**src/verilog/mpw_params.svh**
```systemverilog
`ifndef MPW_PARAMS_SVH
`define MPW_PARAMS_SVH

////////////////////////////////////////////////////////////////////////////
// Register byte offsets
`define MPW_OFS_STATUS 8'h00
`define MPW_OFS_CTRL 8'h04
`define MPW_OFS_COUNT 8'h08
`define MPW_OFS_PRESCALE 8'h0c
`define MPW_OFS_PRECOUNT 8'h10
`define MPW_OFS_MATCHCTL 8'h14
`define MPW_OFS_MATCH0 8'h18
`define MPW_OFS_MATCH6 8'h30
`define MPW_OFS_OUTCFG 8'h34
`define MPW_OFS_LATCH 8'h38
`define MPW_OFS_MASK 8'h3c

////////////////////////////////////////////////////////////////////////////
// Field positions
`define MPW_CTRL_RUN 0
`define MPW_CTRL_CLR 1
`define MPW_CTRL_PWM 3
`define MPW_MC_INT 0
`define MPW_MC_RST 1
`define MPW_MC_STOP 2
`define MPW_MC_WIDTH 3
`define MPW_CFG_EN 8

////////////////////////////////////////////////////////////////////////////
// Sizes and reset values
`define MPW_NMATCH 7
`define MPW_NOUT 6
`define MPW_RST_WORD 32'h0000_0000

`endif

```
**src/verilog/mpw_pkg.sv**
```systemverilog
`default_nettype none
`include "mpw_params.svh"

package mpw_pkg;

  typedef logic [31:0] mpw_word_t;
  typedef logic [`MPW_NMATCH-1:0] mpw_mask_t;
  typedef logic [`MPW_NMATCH-1:0][31:0] mpw_bank_t;

  // Byte-lane merge of a bus write into a stored word
  function automatic mpw_word_t mpw_merge(input mpw_word_t old_w,
                                          input mpw_word_t new_w,
                                          input logic [3:0] sel);
    mpw_word_t r;
    r = old_w;
    for (int b = 0; b < 4; b++) begin
      if (sel[b]) begin
        r[8*b +: 8] = new_w[8*b +: 8];
      end
    end
    return r;
  endfunction : mpw_merge

endpackage : mpw_pkg

`default_nettype wire

```
**src/verilog/mpw_match_bank.sv**
```systemverilog
`timescale 1ns/10ps
`default_nettype none

module mpw_match_bank
  import mpw_pkg::*;
(
  // Clock, reset, enable
  input wire logic mclk,
  input wire logic reset,
  input wire logic ce,
  // Software write port
  input wire logic wr_en,
  input wire logic [2:0] wr_idx,
  input wire logic [3:0] wr_sel,
  input wire mpw_word_t wr_data,
  input wire logic direct,
  // Release of shadow words into the comparators
  input wire mpw_mask_t xfer,
  // Read port and comparator values
  input wire logic [2:0] rd_idx,
  output mpw_word_t rd_data,
  output mpw_bank_t active
);

  mpw_bank_t shadow;

  ////////////////////////////////////////////////////////////////////////////
  // One shadow and one active word per match channel
  for (genvar i = 0; i < `MPW_NMATCH; i++) begin : g_word
    mpw_word_t sh;
    mpw_word_t ac;
    logic sel_me;
    assign sel_me = wr_en && (wr_idx == 3'(i));
    assign shadow[i] = sh;
    assign active[i] = ac;
    always_ff @(posedge mclk or posedge reset) begin
      if (reset) begin
        sh <= `MPW_RST_WORD;
        ac <= `MPW_RST_WORD;
      end else if (ce) begin
        if (sel_me) begin
          sh <= mpw_merge(sh, wr_data, wr_sel);
        end
        // Plain timer mode bypasses the release step
        if (sel_me && direct) begin
          ac <= mpw_merge(sh, wr_data, wr_sel);
        end else if (xfer[i]) begin
          ac <= sh;
        end
      end
    end
  end

  ////////////////////////////////////////////////////////////////////////////
  // Registered read of the software view
  always_ff @(posedge mclk or posedge reset) begin
    if (reset) begin
      rd_data <= `MPW_RST_WORD;
    end else if (ce) begin
      rd_data <= (rd_idx < 3'(`MPW_NMATCH)) ? shadow[rd_idx] : `MPW_RST_WORD;
    end
  end

endmodule : mpw_match_bank

`default_nettype wire

```
**src/verilog/mpw_unit.sv**
```systemverilog
`timescale 1ns/10ps
`default_nettype none

module mpw_unit
  import mpw_pkg::*;
(
  // Clock, reset, enable
  input wire logic mclk,
  input wire logic reset,
  input wire logic ce,
  // Wishbone classic slave
  input wire logic cyc_i,
  input wire logic stb_i,
  input wire logic we_i,
  input wire logic [7:0] adr_i,
  input wire logic [3:0] sel_i,
  input wire logic [31:0] dat_i,
  output logic [31:0] dat_o,
  output logic ack_o,
  // Waveforms and interrupt
  output logic [`MPW_NOUT:1] pwm_out,
  output logic irq
);

  localparam logic [5:0] W_BANK_LO = 6'(`MPW_OFS_MATCH0 >> 2);
  localparam logic [5:0] W_BANK_HI = 6'(`MPW_OFS_MATCH6 >> 2);
  localparam int MCW = `MPW_NMATCH * `MPW_MC_WIDTH;

  // Word decode shared by read and write paths
  function automatic logic is_reg(input logic [7:0] adr,
                                  input logic [7:0] ofs);
    return adr[7:2] == ofs[7:2];
  endfunction : is_reg

  logic req, ph, wr_now, in_bank;
  logic [5:0] widx, bidx;
  mpw_word_t rd_mux, bank_rd, pr, pc, tc, next_tc;
  mpw_bank_t act;
  logic run, clr_hold, pwm_en, tick, any_rst, any_stop;
  logic [MCW-1:0] mcr;
  mpw_mask_t ir, imr, ler, dbl, oen, hit;
  mpw_mask_t rst_mask, stop_mask, int_mask, xfer;

  ////////////////////////////////////////////////////////////////////////////
  // Bus handshake: decode cycle, answer cycle, write at the ack edge
  assign req = cyc_i && stb_i;
  assign wr_now = req && we_i && ack_o;
  assign widx = adr_i[7:2];
  assign in_bank = (widx >= W_BANK_LO) && (widx <= W_BANK_HI);
  assign bidx = widx - W_BANK_LO;

  // Extra decode cycle lets the bank's registered read settle
  always_ff @(posedge mclk or posedge reset) begin
    if (reset) begin
      ph <= 1'b0;
      ack_o <= 1'b0;
    end else if (ce) begin
      ph <= req && !ph && !ack_o;
      ack_o <= ph && req;
    end
  end

  // Read mux; unmapped words read as zero
  always_comb begin
    rd_mux = `MPW_RST_WORD;
    if (in_bank) begin
      rd_mux = bank_rd;
    end else if (is_reg(adr_i, `MPW_OFS_STATUS)) begin
      rd_mux = 32'(ir);
    end else if (is_reg(adr_i, `MPW_OFS_CTRL)) begin
      rd_mux[`MPW_CTRL_RUN] = run;
      rd_mux[`MPW_CTRL_CLR] = clr_hold;
      rd_mux[`MPW_CTRL_PWM] = pwm_en;
    end else if (is_reg(adr_i, `MPW_OFS_COUNT)) begin
      rd_mux = tc;
    end else if (is_reg(adr_i, `MPW_OFS_PRESCALE)) begin
      rd_mux = pr;
    end else if (is_reg(adr_i, `MPW_OFS_PRECOUNT)) begin
      rd_mux = pc;
    end else if (is_reg(adr_i, `MPW_OFS_MATCHCTL)) begin
      rd_mux = 32'(mcr);
    end else if (is_reg(adr_i, `MPW_OFS_OUTCFG)) begin
      rd_mux = 32'(dbl);
      rd_mux[`MPW_CFG_EN +: `MPW_NMATCH] = oen;
    end else if (is_reg(adr_i, `MPW_OFS_LATCH)) begin
      rd_mux = 32'(ler);
    end else if (is_reg(adr_i, `MPW_OFS_MASK)) begin
      rd_mux = 32'(imr);
    end
  end

  // Read data captured as ack rises
  always_ff @(posedge mclk or posedge reset) begin
    if (reset) begin
      dat_o <= `MPW_RST_WORD;
    end else if (ce && ph && req) begin
      dat_o <= rd_mux;
    end
  end

  ////////////////////////////////////////////////////////////////////////////
  // Match value storage: shadow for software, active for comparators
  mpw_match_bank u_bank (
    .mclk(mclk),
    .reset(reset),
    .ce(ce),
    .wr_en(wr_now && in_bank),
    .wr_idx(bidx[2:0]),
    .wr_sel(sel_i),
    .wr_data(dat_i),
    .direct(!pwm_en),
    .xfer(xfer),
    .rd_idx(bidx[2:0]),
    .rd_data(bank_rd),
    .active(act)
  );

  ////////////////////////////////////////////////////////////////////////////
  // Configuration registers
  always_ff @(posedge mclk or posedge reset) begin
    if (reset) begin
      pr <= `MPW_RST_WORD;
      mcr <= '0;
      imr <= '0;
      dbl <= '0;
      oen <= '0;
    end else if (ce && wr_now) begin
      if (is_reg(adr_i, `MPW_OFS_PRESCALE)) begin
        pr <= mpw_merge(pr, dat_i, sel_i);
      end
      if (is_reg(adr_i, `MPW_OFS_MATCHCTL)) begin
        mcr <= MCW'(mpw_merge(32'(mcr), dat_i, sel_i));
      end
      if (is_reg(adr_i, `MPW_OFS_MASK)) begin
        imr <= mpw_mask_t'(mpw_merge(32'(imr), dat_i, sel_i));
      end
      if (is_reg(adr_i, `MPW_OFS_OUTCFG)) begin
        dbl <= mpw_mask_t'(dat_i);
        oen <= dat_i[`MPW_CFG_EN +: `MPW_NMATCH];
      end
    end
  end

  // Control word; a software write beats a same-cycle stop
  always_ff @(posedge mclk or posedge reset) begin
    if (reset) begin
      run <= 1'b0;
      clr_hold <= 1'b0;
      pwm_en <= 1'b0;
    end else if (ce) begin
      if (wr_now && is_reg(adr_i, `MPW_OFS_CTRL) && sel_i[0]) begin
        run <= dat_i[`MPW_CTRL_RUN];
        clr_hold <= dat_i[`MPW_CTRL_CLR];
        pwm_en <= dat_i[`MPW_CTRL_PWM];
      end else if (any_stop) begin
        run <= 1'b0;
      end
    end
  end

  ////////////////////////////////////////////////////////////////////////////
  // Match detection; compares use full 32 bits, so any count is legal
  for (genvar i = 0; i < `MPW_NMATCH; i++) begin : g_match
    assign hit[i] = tick && (tc == act[i]);
    assign int_mask[i] = mcr[`MPW_MC_WIDTH*i + `MPW_MC_INT];
    assign stop_mask[i] = mcr[`MPW_MC_WIDTH*i + `MPW_MC_STOP];
    if (i == 0) begin : g_period
      // PWM mode forces the period reset so every output shares one rate
      assign rst_mask[i] = mcr[`MPW_MC_RST] || pwm_en;
    end else begin : g_other
      assign rst_mask[i] = mcr[`MPW_MC_WIDTH*i + `MPW_MC_RST];
    end
  end

  assign any_rst = |(hit & rst_mask);
  assign any_stop = |(hit & stop_mask);
  assign tick = run && !clr_hold && (pc == pr);
  assign next_tc = any_rst ? `MPW_RST_WORD : tc + 32'h0000_0001;

  ////////////////////////////////////////////////////////////////////////////
  // Prescale and timer counters
  always_ff @(posedge mclk or posedge reset) begin
    if (reset) begin
      pc <= `MPW_RST_WORD;
    end else if (ce) begin
      if (clr_hold || tick) begin
        pc <= `MPW_RST_WORD;
      end else if (run) begin
        pc <= pc + 32'h0000_0001;
      end
    end
  end

  always_ff @(posedge mclk or posedge reset) begin
    if (reset) begin
      tc <= `MPW_RST_WORD;
    end else if (ce) begin
      if (wr_now && is_reg(adr_i, `MPW_OFS_COUNT)) begin
        tc <= mpw_merge(tc, dat_i, sel_i);
      end else if (clr_hold) begin
        tc <= `MPW_RST_WORD;
      end else if (tick) begin
        tc <= next_tc;
      end
    end
  end

  ////////////////////////////////////////////////////////////////////////////
  // Release: software marks words, the period match moves them
  assign xfer = (pwm_en && hit[0]) ? ler : '0;

  // Software write replaces the mask, winning over the hardware clear
  always_ff @(posedge mclk or posedge reset) begin
    if (reset) begin
      ler <= '0;
    end else if (ce) begin
      if (wr_now && is_reg(adr_i, `MPW_OFS_LATCH) && sel_i[0]) begin
        ler <= mpw_mask_t'(dat_i);
      end else begin
        ler <= ler & ~xfer;
      end
    end
  end

  ////////////////////////////////////////////////////////////////////////////
  // Sticky match flags, write one to clear; a new match wins
  always_ff @(posedge mclk or posedge reset) begin
    if (reset) begin
      ir <= '0;
    end else if (ce) begin
      if (wr_now && is_reg(adr_i, `MPW_OFS_STATUS) && sel_i[0]) begin
        ir <= (ir & ~mpw_mask_t'(dat_i)) | (hit & int_mask);
      end else begin
        ir <= ir | (hit & int_mask);
      end
    end
  end

  assign irq = |(ir & imr);

  ////////////////////////////////////////////////////////////////////////////
  // Output waveforms; output 1 has no lower match so it is single only
  for (genvar n = 1; n <= `MPW_NOUT; n++) begin : g_out
    logic is_dbl;
    logic set_ev;
    logic clr_ev;
    logic const_lo;
    assign is_dbl = (n >= 2) && dbl[n];
    assign set_ev = is_dbl ? hit[n-1] : hit[0];
    assign clr_ev = hit[n];
    // A zero edge word in single mode means a constant low output
    assign const_lo = !is_dbl && (act[n] == `MPW_RST_WORD);
    always_ff @(posedge mclk or posedge reset) begin
      if (reset) begin
        pwm_out[n] <= 1'b0;
      end else if (ce) begin
        if (!pwm_en || !oen[n] || const_lo) begin
          pwm_out[n] <= 1'b0;
        end else if (clr_ev) begin
          pwm_out[n] <= 1'b0;
        end else if (set_ev) begin
          pwm_out[n] <= 1'b1;
        end
      end
    end
  end
endmodule : mpw_unit

`default_nettype wire

```
**config.mk**
```make
export PLATFORM = sky130hd
export DESIGN_NAME = mpw_unit
export DESIGN_NICKNAME = d
export VERILOG_FILES = /design/src/verilog/mpw_pkg.sv /design/src/verilog/mpw_match_bank.sv /design/src/verilog/mpw_unit.sv
export VERILOG_INCLUDE_DIRS = /design/src /design/src/verilog
export SDC_FILE = /design/constraint.sdc
export NUM_CORES = 2
export LEC_CHECK = 0
export BUFFER_PORTS_ARGS = -buffer_cell sky130_fd_sc_hd__buf_2
export CAP_MARGIN = 20
export CORE_MARGIN = 1
export CORE_UTILIZATION = 47
export CTS_CLUSTER_DIAMETER = 40
export CTS_CLUSTER_SIZE = 30
export DETAILED_ROUTE_END_ITERATION = 12
export GPL_ROUTABILITY_DRIVEN = 0
export GPL_TIMING_DRIVEN = 0
export SLEW_MARGIN = 20
export SYNTH_ARGS = -nofsm -noshare
export SYNTH_HDL_FRONTEND = slang
export SYNTH_HIERARCHICAL = 1
export SYNTH_SLANG_ARGS = --single-unit
```
**constraint.sdc**
```tcl
create_clock -name mclk -period 29.1 [get_ports mclk]
set_clock_uncertainty 0.2 [all_clocks]
set_input_delay 1.455 -clock mclk [delete_from_list [all_inputs] [get_ports mclk]]
set_output_delay 1.455 -clock mclk [all_outputs]
set_load 0.005 [all_outputs]
```
Yosys cells after proc, flatten, opt, wreduce, memory -nomap -nowiden
Index checks and enable logic that the tools add are counted.
{"block": "classes", "n_addsub": 3, "bitwise": 10, "n_eq_ne": 26, "n_mux": 96, "n_reduce_logical": 139, "magnitude_cmp": 4}
{"op": "$mux W32", "count": 30}
{"op": "$eq A32 B32 Y1", "count": 8}
{"op": "$mux W8", "count": 32}
{"op": "$logic_not A32 Y1", "count": 6}
{"op": "$bmux W32 S3", "count": 1}
{"op": "$add A32 B1 Y32 const B", "count": 2}
{"op": "$reduce_and A2 Y1", "count": 24}
{"op": "$logic_and A1 B1 Y1", "count": 47}
{"op": "$and A7 B7 Y7", "count": 6}
{"op": "$reduce_and A3 Y1", "count": 12}
{"op": "$mux W28", "count": 1}
{"op": "$mux W7", "count": 4}
{"op": "$mux W1", "count": 27}
{"op": "$reduce_bool A3 Y1", "count": 7}
{"op": "$reduce_or A7 Y1", "count": 3}
{"op": "$eq A6 B4 Y1 const B", "count": 3}
{"op": "$reduce_bool A2 Y1", "count": 9}
{"op": "$logic_not A1 Y1", "count": 15}
{"op": "$logic_or A1 B1 Y1", "count": 14}
{"op": "$not A7 Y7", "count": 2}
{"op": "$or A7 B7 Y7", "count": 2}
{"op": "$eq A6 B2 Y1 const B", "count": 2}
{"op": "$eq A6 B3 Y1 const B", "count": 2}
{"op": "$eq A3 B3 Y1 const B", "count": 3}
{"op": "other kinds (12)", "count": 16}
{"block": "word_totals", "word_cells": 322, "regBits": 675, "output_inout_bits": 40, "input_bits": 50}

Longest topological paths before layout
{"block": "depth", "depth_word": 11, "ltp_mapped": 16, "mapped_depth_nobuf": 11}

By module
Netlist, hierarchy kept.
{"module": "mpw_match_bank", "instances": 1, "area_per_inst_um2": 23402.4, "cells_each": 1880}
{"module": "mpw_unit", "instances": 1, "area_per_inst_um2": 14104.8, "cells_each": 1623}

Least setup slack after synthesis
Ideal clock, no wire load.
{"block": "synth_path", "kind": "input -> register", "startpoint": "in adr_i[3]", "endpoint": "reg u_bank.g_word[4].ac[0]", "n_path_buf": 4, "t_arrival_ps": 4452, "setup_slack_ps": 24322, "setup_ps": 126, "cell_stages": 15, "cell_sequence": "inv_1 -> clkbuf_1 -> ha_1 -> inv_1 -> o21ai_0 -> a2bb2oi_1 -> nor3_1 -> inv_1 -> nor2_1 -> buf_2 -> nand2_1 -> buf_2 -> o21a_1 -> clkbuf_1 -> a221o_1"}
{"element": "from (decl)", "line": "mpw_unit.sv:15", "text": "input wire logic [7:0] adr_i,"}
{"element": "$sub A3 B3 Y3 (*)", "line": "mpw_unit.sv:50", "text": "assign bidx = widx - W_BANK_LO;"}
{"element": "via bidx[1]", "line": "mpw_unit.sv:36", "text": "logic [5:0] widx, bidx;"}
{"element": "$eq A3 B3 Y1 (*)", "line": "mpw_match_bank.sv:33", "text": "assign sel_me = wr_en && (wr_idx == 3'(i));"}
{"element": "$logic_and A1 B1 Y1 (*)", "line": "mpw_match_bank.sv:33"}
{"element": "$logic_and A1 B1 Y1 (*)", "line": "mpw_match_bank.sv:45", "text": "if (sel_me && direct) begin"}
{"element": "$reduce_bool A2 Y1 (no line)"}
{"element": "$reduce_and A2 Y1 (no line)"}
{"element": "to (signal assigned)", "line": "mpw_match_bank.sv:39", "text": "ac <= `MPW_RST_WORD;"}
{"element": "to (signal assigned)", "line": "mpw_match_bank.sv:46", "text": "ac <= mpw_merge(sh, wr_data, wr_sel);"}
{"element": "to (signal assigned)", "line": "mpw_match_bank.sv:48", "text": "ac <= sh;"}
{"element": "to (decl)", "line": "mpw_match_bank.sv:31", "text": "mpw_word_t ac;"}
The timed path passes the listed nets; every way through them passes the cells marked *.
A chain may end at the register's enable or synchronous reset.

Worst setup path in the final report
{"block": "layout_path", "startpoint": "in adr_i[3]", "endpoint": "reg u_bank.g_word[1].ac[0]"}
{"element": "$sub A3 B3 Y3 (*)", "line": "mpw_unit.sv:50"}
{"element": "via bidx[1]", "line": "mpw_unit.sv:36"}
{"element": "$eq A3 B1 Y1 (*)", "line": "mpw_match_bank.sv:33"}
{"element": "$logic_and A1 B1 Y1 (*)", "line": "mpw_match_bank.sv:33"}
{"element": "$logic_and A1 B1 Y1 (*)", "line": "mpw_match_bank.sv:45"}
{"element": "$reduce_bool A2 Y1 (no line)"}
{"element": "$reduce_and A2 Y1 (no line)"}
{"element": "to (signal assigned)", "line": "mpw_match_bank.sv:39"}
{"element": "to (signal assigned)", "line": "mpw_match_bank.sv:46"}
{"element": "to (signal assigned)", "line": "mpw_match_bank.sv:48"}
{"element": "to (decl)", "line": "mpw_match_bank.sv:31"}
Marked as above.

==> results.md <==
* Area of the core region at 79000 µm²
* First-pass GRT wire length at 227000 µm
* Startpoint type of the worst setup path: primary input
* Synthesized area divided by synthesized cell count at 10.7 µm²
* GRT Residual Overflow at 0
* Final hold vios at 0
* Final Non-Filler Cells at 4862
* Share of the core filled with cells at 55.2%
* DR vias/cell at 6.70
* Category of the critical setup timing path: primary input to flip-flop
* Leading cell type in the layout, fill and taps excluded: dfrtp_1
* Most used flip-flop cell after synthesis: dfrtp_1
* Vert. Die Dim at 284 µm
* Total number of vias at 32600
* Synthesized net count at 3556
* Count of nets after finishing at 3765
* Worst Setup End Kind: flip-flop
* DRC marker count from the first detailed-route iteration at 3827
* Yosys warning total at 6
* Total wire length at 159000 µm
* Reg area at 16900 µm²
* Power per unit of standard cell area at 59.4 nW/µm²
* Clock transition at the registers of the reported paths at 60 ps
* Fin. max-slew vios at 0
* Initial Utilization at 47.5%
* Outcome: complete, no violations
* Clock root buffer master: clkbuf_16
* Cell leakage power at 19.3 nW
* Half-perimeter wire length after detailed placement at 122000 µm
* Post-synth EDFFs at 0
* Number of antenna violations at the first check in global routing at 5
* Largest voltage drop on the vdd net at 0.0000473 V
* Worst hold path class: flip-flop to flip-flop
* Number of max-cap violations at 0
* Number of fill cells at 6982
* P&R area growth vs syn at 16.2%
* Placement row count at 103
* Unique masters post-synth at 78
* DRT antenna net count at 0
* CTS Hold Bufs at 0
* Count of buffers added by post-CTS timing repair for setup at 0
* Cells after Synth at 3503
* Number of buffers between clock root and the deepest sink at 3
* Total clock sinks at 675
* Commonest cells after routing, fill and taps aside: dfrtp_1 (675), mux2_2 (394), nor3_1 (255), mux2i_1 (237), a221o_1 (224)
* Inserted Clock Buffers at 113
* Unrepaired setup endpoints after global routing: no
* Ratio of cells with drive above 1 in the final layout at 22.1%
* Per-cell routed wire length at 32.8 µm
* Die boundary width at 284 µm
* TritonCTS clock tree: yes
* Number of top-level design ports at 90
* DRT Pass-1 Iters at 6
* Async set or reset register ratio after synthesis at 100%
* Post-CTS Resized at 0
* Multi-input gate area in the final layout at 19100 µm²
* Combined area of all synthesized cells at 37500 µm²
* Required time of the worst setup path at 29520 ps
* GRT Overall Usage at 38.9%
* Area enclosed by the die boundary at 80900 µm²
* Maximum number of pins on one net before global-route repair at 102
* DRC at 0
* Critical path arrival at 6640 ps
* Worst-path fanout max at 21
* Timing-limited maximum frequency at 161 MHz
* Source-to-sink clock delay at the later pin of the worst-skew pair at 710 ps
* Number of endpoints failing setup at the final stage at 0
* Vias in the first global route at 32100
* Share of the clock period used by the worst path at 21.4%
* Port Buf Inserts at 87
* Setup tns final at 0 ps
* Worst-Margin Slew at 1170 ps
* Min cycle time layout at 6220 ps
* H-tree level count at 3
* Proportion of synthesized chip area in sequential cells at 45.0%
* Headroom to the max-slew limit at 21.7%
* Flop and latch count out of synthesis at 675
* Placed instance count at 4647
## final cells by class
cell class / count / area share (%)
Antenna cell: 4 / 0.0230
Clock buffer: 134 / 6.97
Timing Repair Buffer: 94 / 1.44
Clock inverter: 77 / 2.45
Tap cell: 1050 / 3.01
Buffer: 317 / 3.15
Inverter: 34 / 0.327
Sequential cell: 675 / 38.8
Multi-Input combinational cell: 2477 / 43.9
## worst max-delay path: stages
cell	delay, ps
buf_2	130
inv_1	160
clkbuf_2	560
ha_1	250
inv_1	40
o21ai_0	170
a2bb2oi_1	90
nor3_1	830
inv_1	360
nor2_1	330
buf_2	320
nand2_1	310
buf_2	360
buf_2	270
clkbuf_1	490
nor3_1	340
a221o_1	150
## final timing paths
kind                            slack, ps                      end  cells after the start  startpoint
worst max-delay path                22880   u_bank/g_word[1].ac[0]                     17    adr_i[3]
worst min-delay path                  270                 dat_o[8]                      2    dat_o[8]
worst max register to register      24270   u_bank/g_word[2].ac[1]                     11      tc[26]
worst min register to register        270                 dat_o[8]                      2    dat_o[8]
max in group asynchronous           26660   u_bank/g_word[2].sh[2]                      4       reset
min in group asynchronous             590  u_bank/g_word[1].ac[25]                      2       reset
## power breakdown
part | internal [mW] | leakage, nW | switching [mW]
logic | 0.0479 | 8.15 | 0.127
registers | 0.952 | 9.18 | 0.0145
clock network | 0.927 | 1.99 | 0.519
total | 1.93 | 19.3 | 0.661
## through the flow
stage	hold WS, ps	area, µm²	power, mW	setup WS, ps
final	271	43600	2.59	22880
after global routing	307	43600	2.64	22820
after CTS	279	43600	2.58	23190
after detailed placement	266	39500	1.15	22510
after global placement	258	39300	1.14	7960
after floorplan	265	37500	1.07	14050
## synth_stat cells, types with 32 or more instances
cell type	number	share of area, %
xor2_1	220	5.1
nor2_1	180	1.8
nand2_1	162	1.6
xnor2_1	54	1.3
o22ai_1	50	0.83
nor4_1	115	1.9
mux2_2	394	12
nand3_1	46	0.61
dfrtp_1	675	45
a211oi_1	33	0.66
nand4_1	56	0.93
inv_1	32	0.32
a221oi_1	55	1.3
mux2i_1	237	6.3
clkbuf_1	181	1.8
buf_2	98	1.3
a21oi_1	71	0.95
nor3_1	255	3.4
o21ai_0	60	0.80
a221o_1	224	6.0
## kinds of logic (layout without fill, tap and decap cells)
family	count (synthesis)	in the layout	synth area share, %
compound gates	645	645	13.6
xor+xnor	274	274	6.40
fa+ha+maj	3	3	0.100
buf+inv	351	656	4.00
flops	675	675	45.0
mux	639	639	18.5
other cells	0	4	0
simple gates	916	916	12.3
## metal layers
| layer | vias to the layer above | wire length [µm] | track usage [%] | part of all wire [%] |
|---|---|---|---|---|
| met2 | 1882 | 71200 | 59.5 | 45 |
| met5 | - | 24 | 0 | 0.015 |
| met4 | 4 | 11900 | 25.8 | 7.5 |
| li1 | 13700 | - | - | - |
| met3 | 536 | 15700 | 10.6 | 9.8 |
| met1 | 16400 | 60500 | 48.0 | 38 |
## flip-flops by register name, summed over array words and instances (netlist names), 21 cells and up
signal,flops
pc,32
u_bank/g_word.sh,224
tc,32
u_bank/g_word.ac,224
mcr,21
dat_o,32
pr,32
u_bank/rd_data,32
(Power assumes the default switching activity.)
